File: config.mk
export PLATFORM = sky130hd
export DESIGN_NAME = usb_power_frame_token_ctrl
export DESIGN_NICKNAME = d
export VERILOG_FILES = /design/src/hdl/usb_power_frame_pkg.sv /design/src/hdl/usb_power_frame_token_ctrl.sv
export SDC_FILE = /design/constraint.sdc
export NUM_CORES = 1
export LEC_CHECK = 0
export BUFFER_PORTS_ARGS = -buffer_cell sky130_fd_sc_hd__buf_4
export CAP_MARGIN = 20
export CORE_MARGIN = 2
export CORE_UTILIZATION = 37
export CTS_CLUSTER_SIZE = 16
export DETAILED_ROUTE_END_ITERATION = 6
export PLACE_DENSITY = 0.77
export SYNTH_ARGS = -nofsm -noshare
export SYNTH_HDL_FRONTEND = slang
export SYNTH_SLANG_ARGS = --single-unit
File: constraint.sdc
create_clock -name mclk_i -period 1.8 [get_ports mclk_i]
set_clock_uncertainty 0.15 [all_clocks]
set_input_delay 0.27 -clock mclk_i [delete_from_list [all_inputs] [get_ports mclk_i]]
set_output_delay 0.27 -clock mclk_i [all_outputs]
set_load 0.01 [all_outputs]
File: src/hdl/usb_power_frame_pkg.sv
// Package with offsets, fields and types of the USB power, frame and token block
// What this block does
// - Activity pending shows unsignalled bus activity
// - Guard bit blocks sleep during activity
// - Busy reads one unless idle and ready
// - Suspend gates USB clock, transceiver low power
// - Enable off holds outputs, releases pins
// - Frame high reloaded on each SOF while enabled
// - Frame high upper bits read zero
// - Power control unused bits read zero
package usb_power_frame_pkg;
   // ****************************************
   // Register map
   // ****************************************
   localparam logic [7:0] PWRC_OFFSET = 8'h00;
   localparam logic [7:0] FRMH_OFFSET = 8'h04;
   localparam logic [7:0] TOK_OFFSET = 8'h08;
   // ****************************************
   // Field positions
   // ****************************************
   localparam int ACT_PEND_BIT = 7;
   localparam int GUARD_BIT = 4;
   localparam int BUSY_BIT = 3;
   localparam int SUSPEND_BIT = 1;
   localparam int ENABLE_BIT = 0;
   localparam int FRAME_HIGH_W = 3;
   localparam logic [31:0] RESET_VALUE = 32'h0000_0000;
   // ****************************************
   // Timing
   // ****************************************
   localparam int CLK_PERIOD_NS = 50;
   localparam int READY_TIME_NS = 200;
   localparam int READY_CYCLES = (READY_TIME_NS + CLK_PERIOD_NS - 1) / CLK_PERIOD_NS;
   // ****************************************
   // Token codes and types
   // ****************************************
   localparam logic [3:0] PID_SETUP = 4'hd;
   localparam logic [3:0] PID_IN = 4'h9;
   localparam logic [3:0] PID_OUT = 4'h1;
   typedef struct packed {
      logic [3:0] token_type;
      logic [3:0] token_endpoint;
   } token_t;
   typedef struct packed {
      logic sof_valid;
      logic [10:0] frame_number;
   } sof_t;
endpackage : usb_power_frame_pkg

File: src/hdl/usb_power_frame_token_ctrl.sv
// USB power control, frame number high and token registers behind APB
`timescale 1ns/1ns
module usb_power_frame_token_ctrl
(
   input wire logic mclk_i,
   input wire logic nrst_i,
   input wire logic psel_i,
   input wire logic penable_i,
   input wire logic pwrite_i,
   input wire logic [7:0] paddr_i,
   input wire logic [31:0] pwdata_i,
   output logic [31:0] prdata_o,
   output logic pready_o,
   output logic pslverr_o,
   input wire logic bus_activity_i,
   input wire logic irq_raised_i,
   input wire logic notify_pending_i,
   input wire logic sleep_req_i,
   input wire usb_power_frame_pkg::sof_t sof_i,
   output logic sleep_block_o,
   output logic usb_clk_en_o,
   output logic xcvr_low_power_o,
   output logic module_on_o,
   output logic pins_owned_o,
   output logic analog_en_o,
   output usb_power_frame_pkg::token_t token_o,
   output logic token_write_o
);
   import usb_power_frame_pkg::*;

   // ****************************************
   // Input synchronisers
   // ****************************************
   logic [1:0] act_s1_q, act_s2_q;
   logic [1:0] act_s1_d, act_s2_d;

   // Two stages for pin level activity inputs
   always_comb
   begin
      act_s1_d = {notify_pending_i, bus_activity_i};
      act_s2_d = act_s1_q;
   end

   always_ff @(posedge mclk_i)
   begin
      if (!nrst_i)
      begin
         act_s1_q <= 2'h0;
         act_s2_q <= 2'h0;
      end
      else
      begin
         act_s1_q <= act_s1_d;
         act_s2_q <= act_s2_d;
      end
   end

   // ****************************************
   // Registers and state
   // ****************************************
   logic enable_q, enable_d;
   logic suspend_q, suspend_d;
   logic guard_q, guard_d;
   logic act_pend_q, act_pend_d;
   logic [FRAME_HIGH_W-1:0] frame_high_q, frame_high_d;
   token_t token_q, token_d;
   logic token_wr_q, token_wr_d;
   logic [2:0] ready_cnt_q, ready_cnt_d;
   logic [31:0] rdata_q, rdata_d;
   logic busy;
   logic wr_en, rd_en, hit;

   assign wr_en = psel_i && penable_i && pwrite_i;
   assign rd_en = psel_i && penable_i && !pwrite_i;
   assign hit = (paddr_i == PWRC_OFFSET) || (paddr_i == FRMH_OFFSET) || (paddr_i == TOK_OFFSET);

   assign busy = enable_q || (ready_cnt_q != 3'h0);

   // Next state of control, status and data registers
   always_comb
   begin
      enable_d = enable_q;
      suspend_d = suspend_q;
      guard_d = guard_q;
      frame_high_d = frame_high_q;
      token_d = token_q;
      token_wr_d = 1'b0;
      ready_cnt_d = ready_cnt_q;
      rdata_d = rdata_q;
      act_pend_d = act_pend_q;
      if (enable_q)
         ready_cnt_d = 3'(READY_CYCLES);
      else if (ready_cnt_q != 3'h0)
         ready_cnt_d = ready_cnt_q - 3'h1;
      if (irq_raised_i)
         act_pend_d = 1'b0;
      if (act_s2_q[0] && enable_q)
         act_pend_d = 1'b1;
      if (sof_i.sof_valid && enable_q)
         frame_high_d = sof_i.frame_number[10:8];
      if (wr_en)
      begin
         case (paddr_i)
            PWRC_OFFSET:
            begin
               enable_d = pwdata_i[ENABLE_BIT];
               suspend_d = pwdata_i[SUSPEND_BIT];
               guard_d = pwdata_i[GUARD_BIT];
            end
            TOK_OFFSET:
            begin
               token_d = pwdata_i[7:0];
               token_wr_d = 1'b1;
            end
            default:
               rdata_d = rdata_q;
         endcase
      end
      if (rd_en)
      begin
         case (paddr_i)
            PWRC_OFFSET: rdata_d = {24'h0, act_pend_q, 2'h0, guard_q, busy, 1'b0, suspend_q, enable_q};
            FRMH_OFFSET: rdata_d = {29'h0, frame_high_q};
            TOK_OFFSET: rdata_d = {24'h0, token_q};
            default: rdata_d = 32'h0;
         endcase
      end
   end

   always_ff @(posedge mclk_i)
   begin
      if (!nrst_i)
      begin
         enable_q <= 1'b0;
         suspend_q <= 1'b0;
         guard_q <= 1'b0;
         act_pend_q <= 1'b0;
         frame_high_q <= 3'h0;
         token_q <= 8'h0;
         token_wr_q <= 1'b0;
         ready_cnt_q <= 3'h0;
         rdata_q <= RESET_VALUE;
      end
      else
      begin
         enable_q <= enable_d;
         suspend_q <= suspend_d;
         guard_q <= guard_d;
         act_pend_q <= act_pend_d;
         frame_high_q <= frame_high_d;
         token_q <= token_d;
         token_wr_q <= token_wr_d;
         ready_cnt_q <= ready_cnt_d;
         rdata_q <= rdata_d;
      end
   end

   // ****************************************
   // Outputs
   // ****************************************
   // Read data valid in the access cycle itself; APB answers at once
   assign prdata_o = (rd_en && hit) ? rdata_d : 32'h0;
   assign pready_o = 1'b1;
   assign pslverr_o = psel_i && penable_i && !hit;

   assign sleep_block_o = guard_q && sleep_req_i && (act_s2_q[0] || act_s2_q[1] || act_pend_q);
   assign usb_clk_en_o = enable_q && !suspend_q;
   assign xcvr_low_power_o = !enable_q || suspend_q;
   assign module_on_o = enable_q;
   assign pins_owned_o = enable_q;
   assign analog_en_o = enable_q;
   assign token_o = token_q;
   assign token_write_o = token_wr_q;
endmodule : usb_power_frame_token_ctrl

* After elaboration in Yosys (flattened, before gate mapping) *
Index checks and enable logic that the tools add are counted.

storage, ports and cells
  word-level logic and storage cells = 53
  bits in latches = 0
  bits of input ports = 61
  memories = 0
  ROM bits = 0
  bits in registers = 55
  memory bits (writable) = 0

cells by class
  bitwise operators = 1
  $lt $le $gt $ge = 0
  shift operators = 0
  reductions and logical operators = 28
  add/subtract/negate cells = 1
  divide/modulo/power cells = 0
  equal/unequal tests = 2
  muxes and demuxes = 8
  $mul = 0

operators by type and width
  cell                 count
  $mux 32              2
  $pmux 8 s3           1
  $logic_and 1x1->1    10
  $eq 8x3->1 const B   1
  $eq 8x4->1 const B   1
  $logic_not 8->1      1
  $logic_or 1x1->1     6
  $mux 3               2
  $reduce_and 2->1     3
  $logic_not 1->1      4
  $reduce_bool 2->1    2
  $mux 1               3
  $reduce_bool 3->1    1
  $sub 3x1->3 const B  1
  $reduce_or 2->1      1
  $not 1->1            1

* Longest topological paths before layout *
Gate-level depths: netlist (run 1).

  depth in word-level cells = 5
  mapped depth = 6
  depth with buffers taken out = 6

* Least setup slack after synthesis (run 1) *
Ideal clock, no wire load.

  path kind = reg-to-output
  start = reg ready_cnt_q[0]
  end = out prdata_o[3]
  stages on the path, launching flop included = 6
  arrival time = 1.284 ns
  path buffers = 0
  setup slack = 0.096 ns
  path through = dfxtp_1 inv_1 ha_1 ha_1 a221o_1 nor2_1

on the way
  word-level cells in the longest chain between the ends = 5

ends and longest elaborated chain
  what                      line                               text
  start: declaration        usb_power_frame_token_ctrl.sv:68   logic [2:0] ready_cnt_q, ready_cnt_d;
  start signal: assignment  usb_power_frame_token_ctrl.sv:153  ready_cnt_q <= ready_cnt_d;
  $reduce_bool 3->1         usb_power_frame_token_ctrl.sv:77   assign busy = enable_q || (ready_cnt_q != 3'h0);
  $logic_or 1x1->1          usb_power_frame_token_ctrl.sv:77
  $pmux 8 s3                usb_power_frame_token_ctrl.sv:121  case (paddr_i)
  $mux 32                   usb_power_frame_token_ctrl.sv:119  if (rd_en)
  $mux 32                   usb_power_frame_token_ctrl.sv:162  assign prdata_o = (rd_en && hit) ? rdata_d : 32'h0;
  end: declaration          usb_power_frame_token_ctrl.sv:12   output logic [31:0] prdata_o,

Every way passes these cells.

* Final worst setup path (run 1) *
Ends and elaborated chain as after synthesis.

==> run summary, run 1 <==
status -> finished with violations
violated checks -> setup timing
final hold slack -> 0.0422 ns
WL final -> 2870 µm
Yosys cell types -> 26
largest net degree at the start of global routing -> 26
Die Wd -> 63.9 µm
CP Cell Sequence -> inv_2 > ha_4 > ha_4 > a221o_1 > nor2_1 > buf_4
Synth Area in Adders -> 2.83%
xor/xnor cell area share of the yosys netlist -> 0.660%
CP peak stage delay -> 0.36 ns
Yosys top cell area share -> 34.7%
Clk Latency, worst-skew pair -> 0.31 ns
core area -> 3390 µm²
first-pass GRT wire length -> 4650 µm
worst reg2reg path depth -> 8
RSZ-0062 raised after global routing -> true
slowest CP cell -> dfxtp_2
clock slew at reported path FFs -> 0.13 ns
gp weighted congestion -> 0.784
simple logic cell fraction of the synthesized area -> 23.1%
#FFs+latches synth -> 23
overflow left after global routing -> 0
Leakage -> 0.939 nW
CP required -> 1.38 ns
warnings from Yosys -> 0
CTS Sinks -> 23
part of the power in registers -> 47.4%
initial antenna violation count -> 0
worst-case clock buffer depth -> 2
GRT Overall Usage -> 14.1%
Die Footprint -> 4080 µm²
setup_tns -> -0.133 ns
drt first pass iters -> 4
Min Clock Period, post-route -> 1.93 ns
share of cells above drive strength 1 -> 35.3%
IO Port Bufs -> 52
drt drc -> 0
post-synthesis mux area share -> 12.1%
Area growth syn-to-layout -> 35.2%
Cells after Synth -> 161
WS Path Type -> reg -> out
DRT met1 WL -> 1190 µm
final worst setup slack -> -0.133 ns
fin crit share -> 107%
critical-path maximum fanout -> 2
crit path launch type -> flop
metal3 WL -> 158 µm
final hold vios -> 0
Hold Path Class -> in -> reg
Site Rows -> 21
Final Max Slew Viols -> 0
Initial Util -> 39.2%
Switch Pwr -> 337 µW
DP Worst Slack -> 0.0448 ns
path length in cells of the critical path -> 6
Die Y -> 63.9 µm
Clock Power Share -> 20.9%
cell taking the most area after synthesis -> dfxtp_1
Comb power frac -> 31.7%
CTS Root Cell -> clkbuf_4
maxcap violations -> 0
Design Power -> 1.15 mW
Switching Fraction -> 29.2%
largest family of logic cells by synthesized area -> simple AND/OR/NAND/NOR gates
Crit path top cell by count -> ha_4
detailed placement HPWL -> 2260 µm
top cells by area, synth -> dfxtp_1 (35%), buf_4 (16%), mux2i_1 (12%), nand2_1 (7.6%), nor2_1 (3.1%)
Pwr per Cell Area -> 644 nW/µm²
Fmax -> 517 MHz
VDD IR max -> 0.357 mV
family with the most delay on the worst path -> flip-flops
clock buffer count from CTS -> 3
wire length on met2 -> 1500 µm
Vias -> 1171
Post-DRT Antenna Nets -> 0
Nets -> 283
Syn Area/Cell -> 8.25 µm²
post-synthesis compound-gate area fraction -> 5.94%
Avg Vias per Cell -> 4.44
register area share after synthesis -> 34.7%
diode count -> 0
critical path capture point type -> output port
Final setup viols -> 1
TritonCTS clock tree -> yes
max layer used -> met4
Int Pwr -> 818 µW
Hold Path Depth -> 3
H-tree levels -> 1
Routed WL per cell -> 10.9 µm
DRT iter0 DRCs -> 31
vias in the first global route -> 1095
I/O Pins -> 110
Syn Std Cell Area -> 1330 µm²
Worst Path Arrival -> 1.51 ns
Worst Path Buf+Inv -> 2
synthesized netlist by cell type (all sizes together):
| master | instances |
|---|---|
| buf | 29 |
| nand2 | 27 |
| dfxtp | 23 |
| mux2i | 16 |
| nor2 | 11 |
| inv | 8 |
| a21oi | 7 |
| clkbuf | 6 |
| and2 | 5 |
| nand3 | 5 |
| and3 | 3 |
| ha | 3 |
| a2bb2oi | 2 |
| and3b | 2 |
| conb | 2 |
| nand2b | 2 |
| nor3 | 2 |
| a221o | 1 |
| a31oi | 1 |
| nand4 | 1 |
| nor2b | 1 |
| nor4 | 1 |
| nor4b | 1 |
| o311a | 1 |
| xor2 | 1 |
layout make-up:
class,count,area [µm²]
fillers,316,1600
multi-input cells,118,716
repair buffers,65,497
flip-flops and latches,23,467
well taps,46,57.6
inverters,8,30.0
clock buffers,3,22.5
clock inverters,1,5.00
repair_timing:
item,4_1_cts,5_1_grt
hold endpoints to repair,2,0
hold buffers,2,0
gates resized for setup,8,4
pin swaps,3,2
gates cloned,0,0
buffers inserted,2,2
setup endpoints to repair,1,3
power groups by stage:
stage / logic (mW) / clock network (mW) / registers [mW]
6_report: 0.366 / 0.241 / 0.548
5_1_grt: 0.401 / 0.277 / 0.550
3_5_place_dp: 0.256 / 0 / 0.556
4_1_cts: 0.340 / 0.250 / 0.549
2_1_floorplan: 0.202 / 0 / 0.553
3_3_place_gp: 0.252 / 0 / 0.554
cell usage in the layout (no fill, tap or decap), types with 2 or more instances in the layout:
cell / count
dlygate4sd3_1: 2
inv_2: 2
a2bb2oi_1: 2
clkbuf_4: 3
nor2_1: 11
buf_4: 62
conb_1: 25
ha_4: 2
inv_1: 6
nand2_1: 27
nand2b_1: 2
and3_1: 3
and2_1: 5
nand3_1: 4
and3b_1: 2
dfxtp_1: 20
a21oi_1: 7
dfxtp_2: 2
mux2i_1: 16
nor3_1: 2
worst reg2reg max path: cells and delay by family, from the launching register on:
kind            cells  cell delay (ns)
flops               1             0.36
buf+inv             4             0.33
fa+ha+maj           2             0.29
compound gates      1             0.14
mux                 1             0.06
sequential cells by signal (all words and copies together), names as in the netlist:
register and flops:
token_write_o 1, frame_high_q 3, act_s2_q 2, analog_en_o 1, ready_cnt_q 3, act_s1_q 2, act_pend_q 1, suspend_q 1
guard_q 1, token_o 8
through the flow:
step | utilization [%] | cell area [µm²] | instances
CTS | 52.1 | 1770 | 262
global placement | 49.5 | 1680 | 254
floorplan | - | 1410 | 184
finish | 52.9 | 1790 | 264
global route | 52.9 | 1790 | 264
detailed placement | 49.5 | 1680 | 254
final timing paths:
path,startpoint,end,slack [ns]
max,ready_cnt_q[0],prdata_o[3],-0.13
min,pwdata_i[3],token_o[3],0.04
min reg2reg,act_s1_q[0],act_s2_q[0],0.31
max reg2reg,ready_cnt_q[0],ready_cnt_q[2],0.42
per-layer routing:
metal,vias to the layer above,global-route usage [%]
li1,586,-
met1,537,16.2
met2,44,26.4
met3,4,2.29
met4,0,4.08
met5,-,0
cells by family (layout without fill, tap and decap cells):
family,count (synthesis),count (layout)
multiplexers,16,16
other,2,25
AO/OA/AOI/OAI,12,12
flip-flops,23,23
adder cells (fa/ha/maj),3,3
XOR/XNOR,1,1
buffers and inverters,43,77
AND/OR/NAND/NOR,61,61
No activity file was read; power rests on OpenSTA's default activity.
==> run 2: changes to the inputs <==
--- a/config.mk
+++ b/config.mk
@@ -5,13 +5,15 @@
 export SDC_FILE = /design/constraint.sdc
 export NUM_CORES = 1
 export LEC_CHECK = 0
+export ABC_AREA = 1
 export BUFFER_PORTS_ARGS = -buffer_cell sky130_fd_sc_hd__buf_4
 export CAP_MARGIN = 20
 export CORE_MARGIN = 2
 export CORE_UTILIZATION = 37
 export CTS_CLUSTER_SIZE = 16
 export DETAILED_ROUTE_END_ITERATION = 6
-export PLACE_DENSITY = 0.77
+export PLACE_DENSITY = 0.76
+export SETUP_SLACK_MARGIN = 0.2
 export SYNTH_ARGS = -nofsm -noshare
 export SYNTH_HDL_FRONTEND = slang
 export SYNTH_SLANG_ARGS = --single-unit
==> run 2 against run 1 <==
Net effect: the flow now finishes without violations; flip-flop and latch count unchanged; routed wire length up 16%; setup slack better by 0.16 ns; final cell count increased by 15%; via count grew 12%; critical path depth grew 1; synthesized cell count rose by 25%; clock power is 34% higher; clock-buffer cell count did not move; critical path type unchanged; critical endpoint unchanged; largest cell class unchanged.
==> run summary, run 2 <==
commonest non-fill, non-tap cells in the layout -> buf_4 (53), conb_1 (25), nor2_1 (22)
final worst setup slack -> 0.0299 ns (+0.163 ns)
Avg Vias per Cell -> 4.30 (-3.1%)
top cells by area, synth -> dfxtp_1 (33%), buf_4 (15%), inv_1 (7.5%), nand2_1 (7.5%), nor2_1 (7.3%)
Async S/R FF share, synth -> 0% (unchanged)
cell taking the most area after synthesis -> dfxtp_1
warnings from Yosys -> 0 (unchanged)
setup_tns -> 0 ns (+0.133 ns)
crit path launch type -> flop
overflow left after global routing -> 0 (unchanged)
maxcap violations -> 0 (unchanged)
drt drc -> 0 (unchanged)
I/O Pins -> 110 (unchanged)
CP required -> 1.38 ns (about the same)
Cells after Synth -> 201 (+25%)
WL final -> 3340 µm (+16%)
WS Path Type -> reg -> out
clock buffer count from CTS -> 3 (unchanged)
xor/xnor cell area share of the yosys netlist -> 0% (-0.66 points)
#FFs+latches synth -> 23 (unchanged)
status -> finished clean
register area share after synthesis -> 33.0% (-1.7 points)
Die Footprint -> 4280 µm² (+4.8%)
leading cell type in the layout, fill and taps excluded -> buf_4
Area growth syn-to-layout -> 42.8%
DP Worst Slack -> 0.0460 ns (+0.00123 ns)
GRT Overall Usage -> 15.8% (+1.7 points)
Hold Buf Count CTS -> 0 (-2)
Fmax -> 565 MHz (+9.2%)
drt first pass iters -> 4 (unchanged)
TritonCTS clock tree -> yes
share of cells above drive strength 1 -> 43.8% (+8.4 points)
DRT iter0 DRCs -> 42 (+35%)
commonest register cell after synthesis -> dfxtp_1
CTS Sinks -> 23 (unchanged)
Yosys cell types -> 24 (-7.7%)
IO Port Bufs -> 52 (unchanged)
simple logic cell fraction of the synthesized area -> 26.6% (+3.5 points)
VDD IR max -> 0.479 mV (+34%)
Routed WL per cell -> 11.0 µm (+0.91%)
post-synthesis compound-gate area fraction -> 10.9% (+4.9 points)
RSZ-0062 raised after global routing -> true
post-synthesis mux area share -> 0% (-12 points)
worst-case clock buffer depth -> 2 (unchanged)
Die Wd -> 65.4 µm (+2.4%)
first-pass GRT wire length -> 5260 µm (+13%)
Largest register FFs -> 8 (unchanged)
top cells by count, synth -> buf_4 (28), inv_1 (28), nand2_1 (28)
Hold Path Class -> in -> reg
diode count -> 0 (unchanged)
Post-DRT Antenna Nets -> 0 (unchanged)
Site Rows -> 22 (+4.8%)
vias in the first global route -> 1308 (+19%)
core area -> 3630 µm² (+7.2%)
Worst R2R Setup Slack -> 0.49 ns (+0.07 ns)
Leakage -> 1.02 nW (+8.9%)
fin crit share -> 98.3% (-9.0 points)
Nets -> 321 (+13%)
Final Max Slew Viols -> 0 (unchanged)
largest family of logic cells by synthesized area -> simple AND/OR/NAND/NOR gates
Synth Area in Adders -> 2.69% (-0.14 points)
Syn Std Cell Area -> 1400 µm² (+5.1%)
Min Clock Period, post-route -> 1.77 ns (-0.163 ns)
Worst Path Arrival -> 1.35 ns (-0.16 ns)
critical-path maximum fanout -> 2 (unchanged)
initial antenna violation count -> 0 (unchanged)
final hold vios -> 0 (unchanged)
Syn Area/Cell -> 6.94 µm² (-16%)
Clk Latency, worst-skew pair -> 0.27 ns (-0.04 ns)
critical path capture point type -> output port
CTS Root Cell -> clkbuf_8
gp weighted congestion -> 0.794 (+1.3%)
Pwr per Cell Area -> 623 nW/µm² (-3.2%)
clock slew at reported path FFs -> 0.08 ns (-0.05 ns)
number of flops mapped to enable cells by yosys -> 0 (unchanged)
Vias -> 1306 (+12%)
Final setup viols -> 0 (-1)
detailed placement HPWL -> 2430 µm (+7.6%)
largest net degree at the start of global routing -> 19 (-27%)
H-tree levels -> 1 (unchanged)
Yosys top cell area share -> 33.0% (-1.7 points)
Initial Util -> 38.4% (-0.77 points)
Die Y -> 65.4 µm (+2.4%)
==> run 2: power breakdown <==
group,switching (mW),internal [mW],total (mW)
clock network,0.169,0.155,0.323
registers,0.0133,0.534,0.547
logic,0.181,0.189,0.370
total,0.363,0.878,1.24
==> run 2: path summary, 6_finish.rpt <==
kind | start | end | cells past startpoint
setup / recovery | ready_cnt_q[0] | prdata_o[3] | 7
hold reg to reg | act_s1_q[0] | act_s2_q[0] | 2
hold / removal | notify_pending_i | act_s1_q[1] | 3
setup reg to reg | ready_cnt_q[0] | ready_cnt_q[1] | 7
==> run 2: area by class of cell <==
cell class	instances	area [µm²]
inverter	32	135
tap	48	60.1
fill	351	1640
sequential	23	468
clock buffer	3	41.3
clock inverter	1	5.00
timing repair buffer	62	507
multi-input combinational	135	776
==> run 2: logic make-up after synthesis <==
| logic type | Yosys count |
|---|---|
| other cells | 2 |
| fa+ha+maj | 3 |
| buf+inv | 66 |
| flops | 23 |
| simple gates | 79 |
| compound gates | 28 |
==> run 2: metrics by stage <==
stage | power, mW | hold WS (ns) | instances | util [%] | area [µm²]
finish | 1.24 | 0.0323 | 304 | 54.8 | 1990
global route | 1.31 | 0.0440 | 304 | 54.8 | 1990
CTS | 1.23 | 0.0289 | 302 | 52.2 | 1900
detailed placement | 0.802 | 0.257 | 293 | 47.1 | 1710
global placement | 0.790 | 0.243 | 293 | 47.1 | 1710
floorplan | 0.741 | 0.218 | 224 | - | 1480
==> run 2: layer usage <==
layer / vias up / global-route usage, % / wire length (µm)
li1: 675 / - / -
met1: 574 / 17.1 / 1350
met2: 50 / 29.5 / 1730
met3: 7 / 2.74 / 187
met4: 0 / 7.81 / 67
met5: - / 0 / 0
==> run 2: worst max-delay path, stage by stage (launching register included) <==
cell and delay, ns:
dfxtp_2 0.34, inv_2 0.05, ha_4 0.16, ha_4 0.16
inv_2 0.05, o21ai_2 0.06, a21oi_2 0.13, buf_4 0.13
==> run 2: repair_timing <==
item                       4_1_cts  5_1_grt
pin swaps                        8        8
setup endpoints to repair        9       10
resized for setup               31       27
buffers inserted                 5        2
==> run 3: changes to the inputs <==
--- a/config.mk
+++ b/config.mk
@@ -5,14 +5,13 @@
 export SDC_FILE = /design/constraint.sdc
 export NUM_CORES = 1
 export LEC_CHECK = 0
-export ABC_AREA = 1
 export BUFFER_PORTS_ARGS = -buffer_cell sky130_fd_sc_hd__buf_4
 export CAP_MARGIN = 20
 export CORE_MARGIN = 2
 export CORE_UTILIZATION = 37
 export CTS_CLUSTER_SIZE = 16
 export DETAILED_ROUTE_END_ITERATION = 6
-export PLACE_DENSITY = 0.76
+export PLACE_DENSITY = 0.77
 export SETUP_SLACK_MARGIN = 0.2
 export SYNTH_ARGS = -nofsm -noshare
 export SYNTH_HDL_FRONTEND = slang
==> run 3 against run 2 <==
Net effect: critical path depth is 1 lower; clock power shrank 26%; the flow now finishes with violations (setup timing); core utilization increased by 1.5 points; cell area down 4.1%; largest power group unchanged; largest cell class unchanged; sequential power is essentially flat; combinational power down 11%; register-to-register slack better by 0.09 ns; flip-flop and latch count stayed put.
==> run summary, run 3 (synthesized netlist as in run 1, its figures left out) <==
Util after Layout -> 56.4% (+1.5 points)
Comb power frac -> 29.4% (-0.4 points)
Switch Pwr -> 331 µW (-9.0%)
Final setup viols -> 1 (+1)
Leakage -> 0.959 nW (-6.3%)
Site Rows -> 21 (-4.5%)
Hold Path Depth -> 3 (unchanged)
WL final -> 2980 µm (-11%)
Clock Power Share -> 21.5% (-4.6 points)
Min Clock Period, post-route -> 1.97 ns (+0.197 ns)
Avg Vias per Cell -> 4.55 (+5.8%)
diode count -> 0 (unchanged)
final hold vios -> 0 (unchanged)
Hold Startpoint -> irq_raised_i
I/O Pins -> 110 (unchanged)
final worst setup slack -> -0.167 ns (-0.197 ns)
CP required -> 1.38 ns (about the same)
drt first pass iters -> 4 (unchanged)
DP Worst Slack -> 0.0155 ns (-0.0305 ns)
status -> finished with violations
Int Pwr -> 787 µW (-10%)
Register Area -> 467 µm² (-0.27%)
Clk Latency, worst-skew pair -> 0.31 ns (+0.04 ns)
violated checks -> setup timing
maxcap violations -> 0 (unchanged)
critical path capture point type -> output port
TritonCTS clock tree -> yes
Multi-input gate area -> 791 µm² (+1.9%)
worst reg2reg path depth -> 5 (-2)
commonest non-fill, non-tap cells in the layout -> buf_4 (53), nand2_1 (27), conb_1 (25)
IO Port Bufs -> 52 (unchanged)
fin crit share -> 109% (+11 points)
VDD IR max -> 0.436 mV (-8.9%)
overflow left after global routing -> 0 (unchanged)
RSZ-0062 raised after global routing -> true
core area -> 3390 µm² (-6.7%)
H-tree levels -> 1 (unchanged)
reg2reg end -> ready_cnt_q[2]
largest net degree at the start of global routing -> 26 (+7)
first-pass GRT wire length -> 4210 µm (-20%)
GRT Overall Usage -> 12.8% (-3.1 points)
Die Y -> 63.9 µm (-2.3%)
Area growth syn-to-layout -> 43.9%
initial antenna violation count -> 0 (unchanged)
Reg2Reg Launch Point -> ready_cnt_q[0]
Switching Fraction -> 29.6% (+0.30 points)
CTS Sinks -> 23 (unchanged)
clock buffer count from CTS -> 3 (unchanged)
CTS Root Cell -> clkbuf_4
Vias -> 1200 (-8.1%)
Fill cells -> 301 (-14%)
Worst Path Arrival -> 1.55 ns (+0.20 ns)
worst-case clock buffer depth -> 2 (unchanged)
setup_tns -> -0.167 ns (-0.167 ns)
Nets -> 283 (-12%)
leading cell type in the layout, fill and taps excluded -> buf_4
WS Path Type -> reg -> out
gp weighted congestion -> 0.815 (+2.6%)
Worst Hold Path EP -> act_pend_q
critical-path maximum fanout -> 5 (+3)
vias in the first global route -> 1002 (-23%)
clock slew at reported path FFs -> 0.13 ns (+0.05 ns)
Routed WL per cell -> 11.3 µm (+2.8%)
Die Footprint -> 4080 µm² (-4.5%)
crit path launch type -> flop
Worst R2R Setup Slack -> 0.58 ns (+0.09 ns)
share of cells above drive strength 1 -> 42.2% (-1.5 points)
drt drc -> 0 (unchanged)
DRT iter0 DRCs -> 31 (-26%)
Die Wd -> 63.9 µm (-2.3%)
Fmax -> 508 MHz (-10%)
Largest register FFs -> 8 (unchanged)
Hold Path Class -> in -> reg
Final Max Slew Viols -> 0 (unchanged)
detailed placement HPWL -> 2170 µm (-11%)
Post-DRT Antenna Nets -> 0 (unchanged)
Initial Util -> 39.2% (+0.77 points)
Pwr per Cell Area -> 585 nW/µm² (-6.1%)
part of the power in registers -> 49.1% (+5.0 points)
==> run 3: cell count changes in the layout (fill, tap and decap cells not counted), moves of 4 or more <==
cell	delta
mux2i_1	+16
nor2_1	-16
inv_1	-15
nor2_4	-8
o21ai_1	-8
nand3_1	-7
nand2_1	+6
nand2_2	-6
inv_2	-5
nand2_4	-5
o21ai_0	-5
and2_1	+4
==> run 3: how the worst max path moves through the flow <==
| stage | from | endpoint |
|---|---|---|
| after floorplan | ready_cnt_q[0] | prdata_o[3] |
| after CTS | ready_cnt_q[1] | prdata_o[3] |
| after global routing | ready_cnt_q[1] | prdata_o[3] |
| after global placement | paddr_i[5] | prdata_o[0] |
| after detailed placement | paddr_i[5] | prdata_o[0] |
| final | ready_cnt_q[1] | prdata_o[3] |
==> run 3: critical path, stage by stage, from the launching register on <==
cell and delay, ns:
dfxtp_2 0.36, inv_2 0.04, ha_4 0.16, ha_4 0.17, a221o_1 0.30, nor2_2 0.08
buf_4 0.12
==> run 3: metal layers <==
layer / global-route usage [%] / vias to the layer above / part of all wire, %
li1: - / 588 / -
met1: 16.0 / 554 / 39
met2: 21.5 / 52 / 50
met4: 2.45 / 0 / 2.3
met3: 4.05 / 6 / 8.4
met5: 0 / - / 0
==> run 3: area by class of cell <==
cell class,instances,area share (%)
Timing Repair Buffer,65,28.2
Multi-Input combinational cell,118,41.4
Sequential cell,23,24.4
Clock inverter,1,0.262
Clock buffer,3,1.18
Tap cell,46,3.01
Inverter,8,1.57
==> run 3: repair_timing <==
action | 4_1_cts | 5_1_grt
hold buffers | 2 | 0
setup endpoints to repair | 8 | 10
gates resized for setup | 18 | 16
hold endpoints to repair | 2 | 0
pin swaps | 5 | 6
buffers inserted | 3 | 3
==> run 3: through the flow <==
stage,instance area (µm²),cells,hold slack [ns],power (mW)
2_1_floorplan,1440,184,0.247,0.805
3_3_place_gp,1690,252,0.264,0.838
3_5_place_dp,1690,252,0.275,0.849
4_1_cts,1820,261,0.0348,1.11
5_1_grt,1910,264,0.0355,1.19
6_report,1910,264,0.0406,1.12
==> run 3: power groups by stage <==
stage          clock network [mW]  registers (mW)  logic, mW
5_1_grt                     0.272           0.555      0.364
4_1_cts                     0.245           0.549      0.316
3_5_place_dp                    0           0.555      0.294
2_1_floorplan                   0           0.553      0.252
3_3_place_gp                    0           0.554      0.284
6_report                    0.240           0.549      0.329
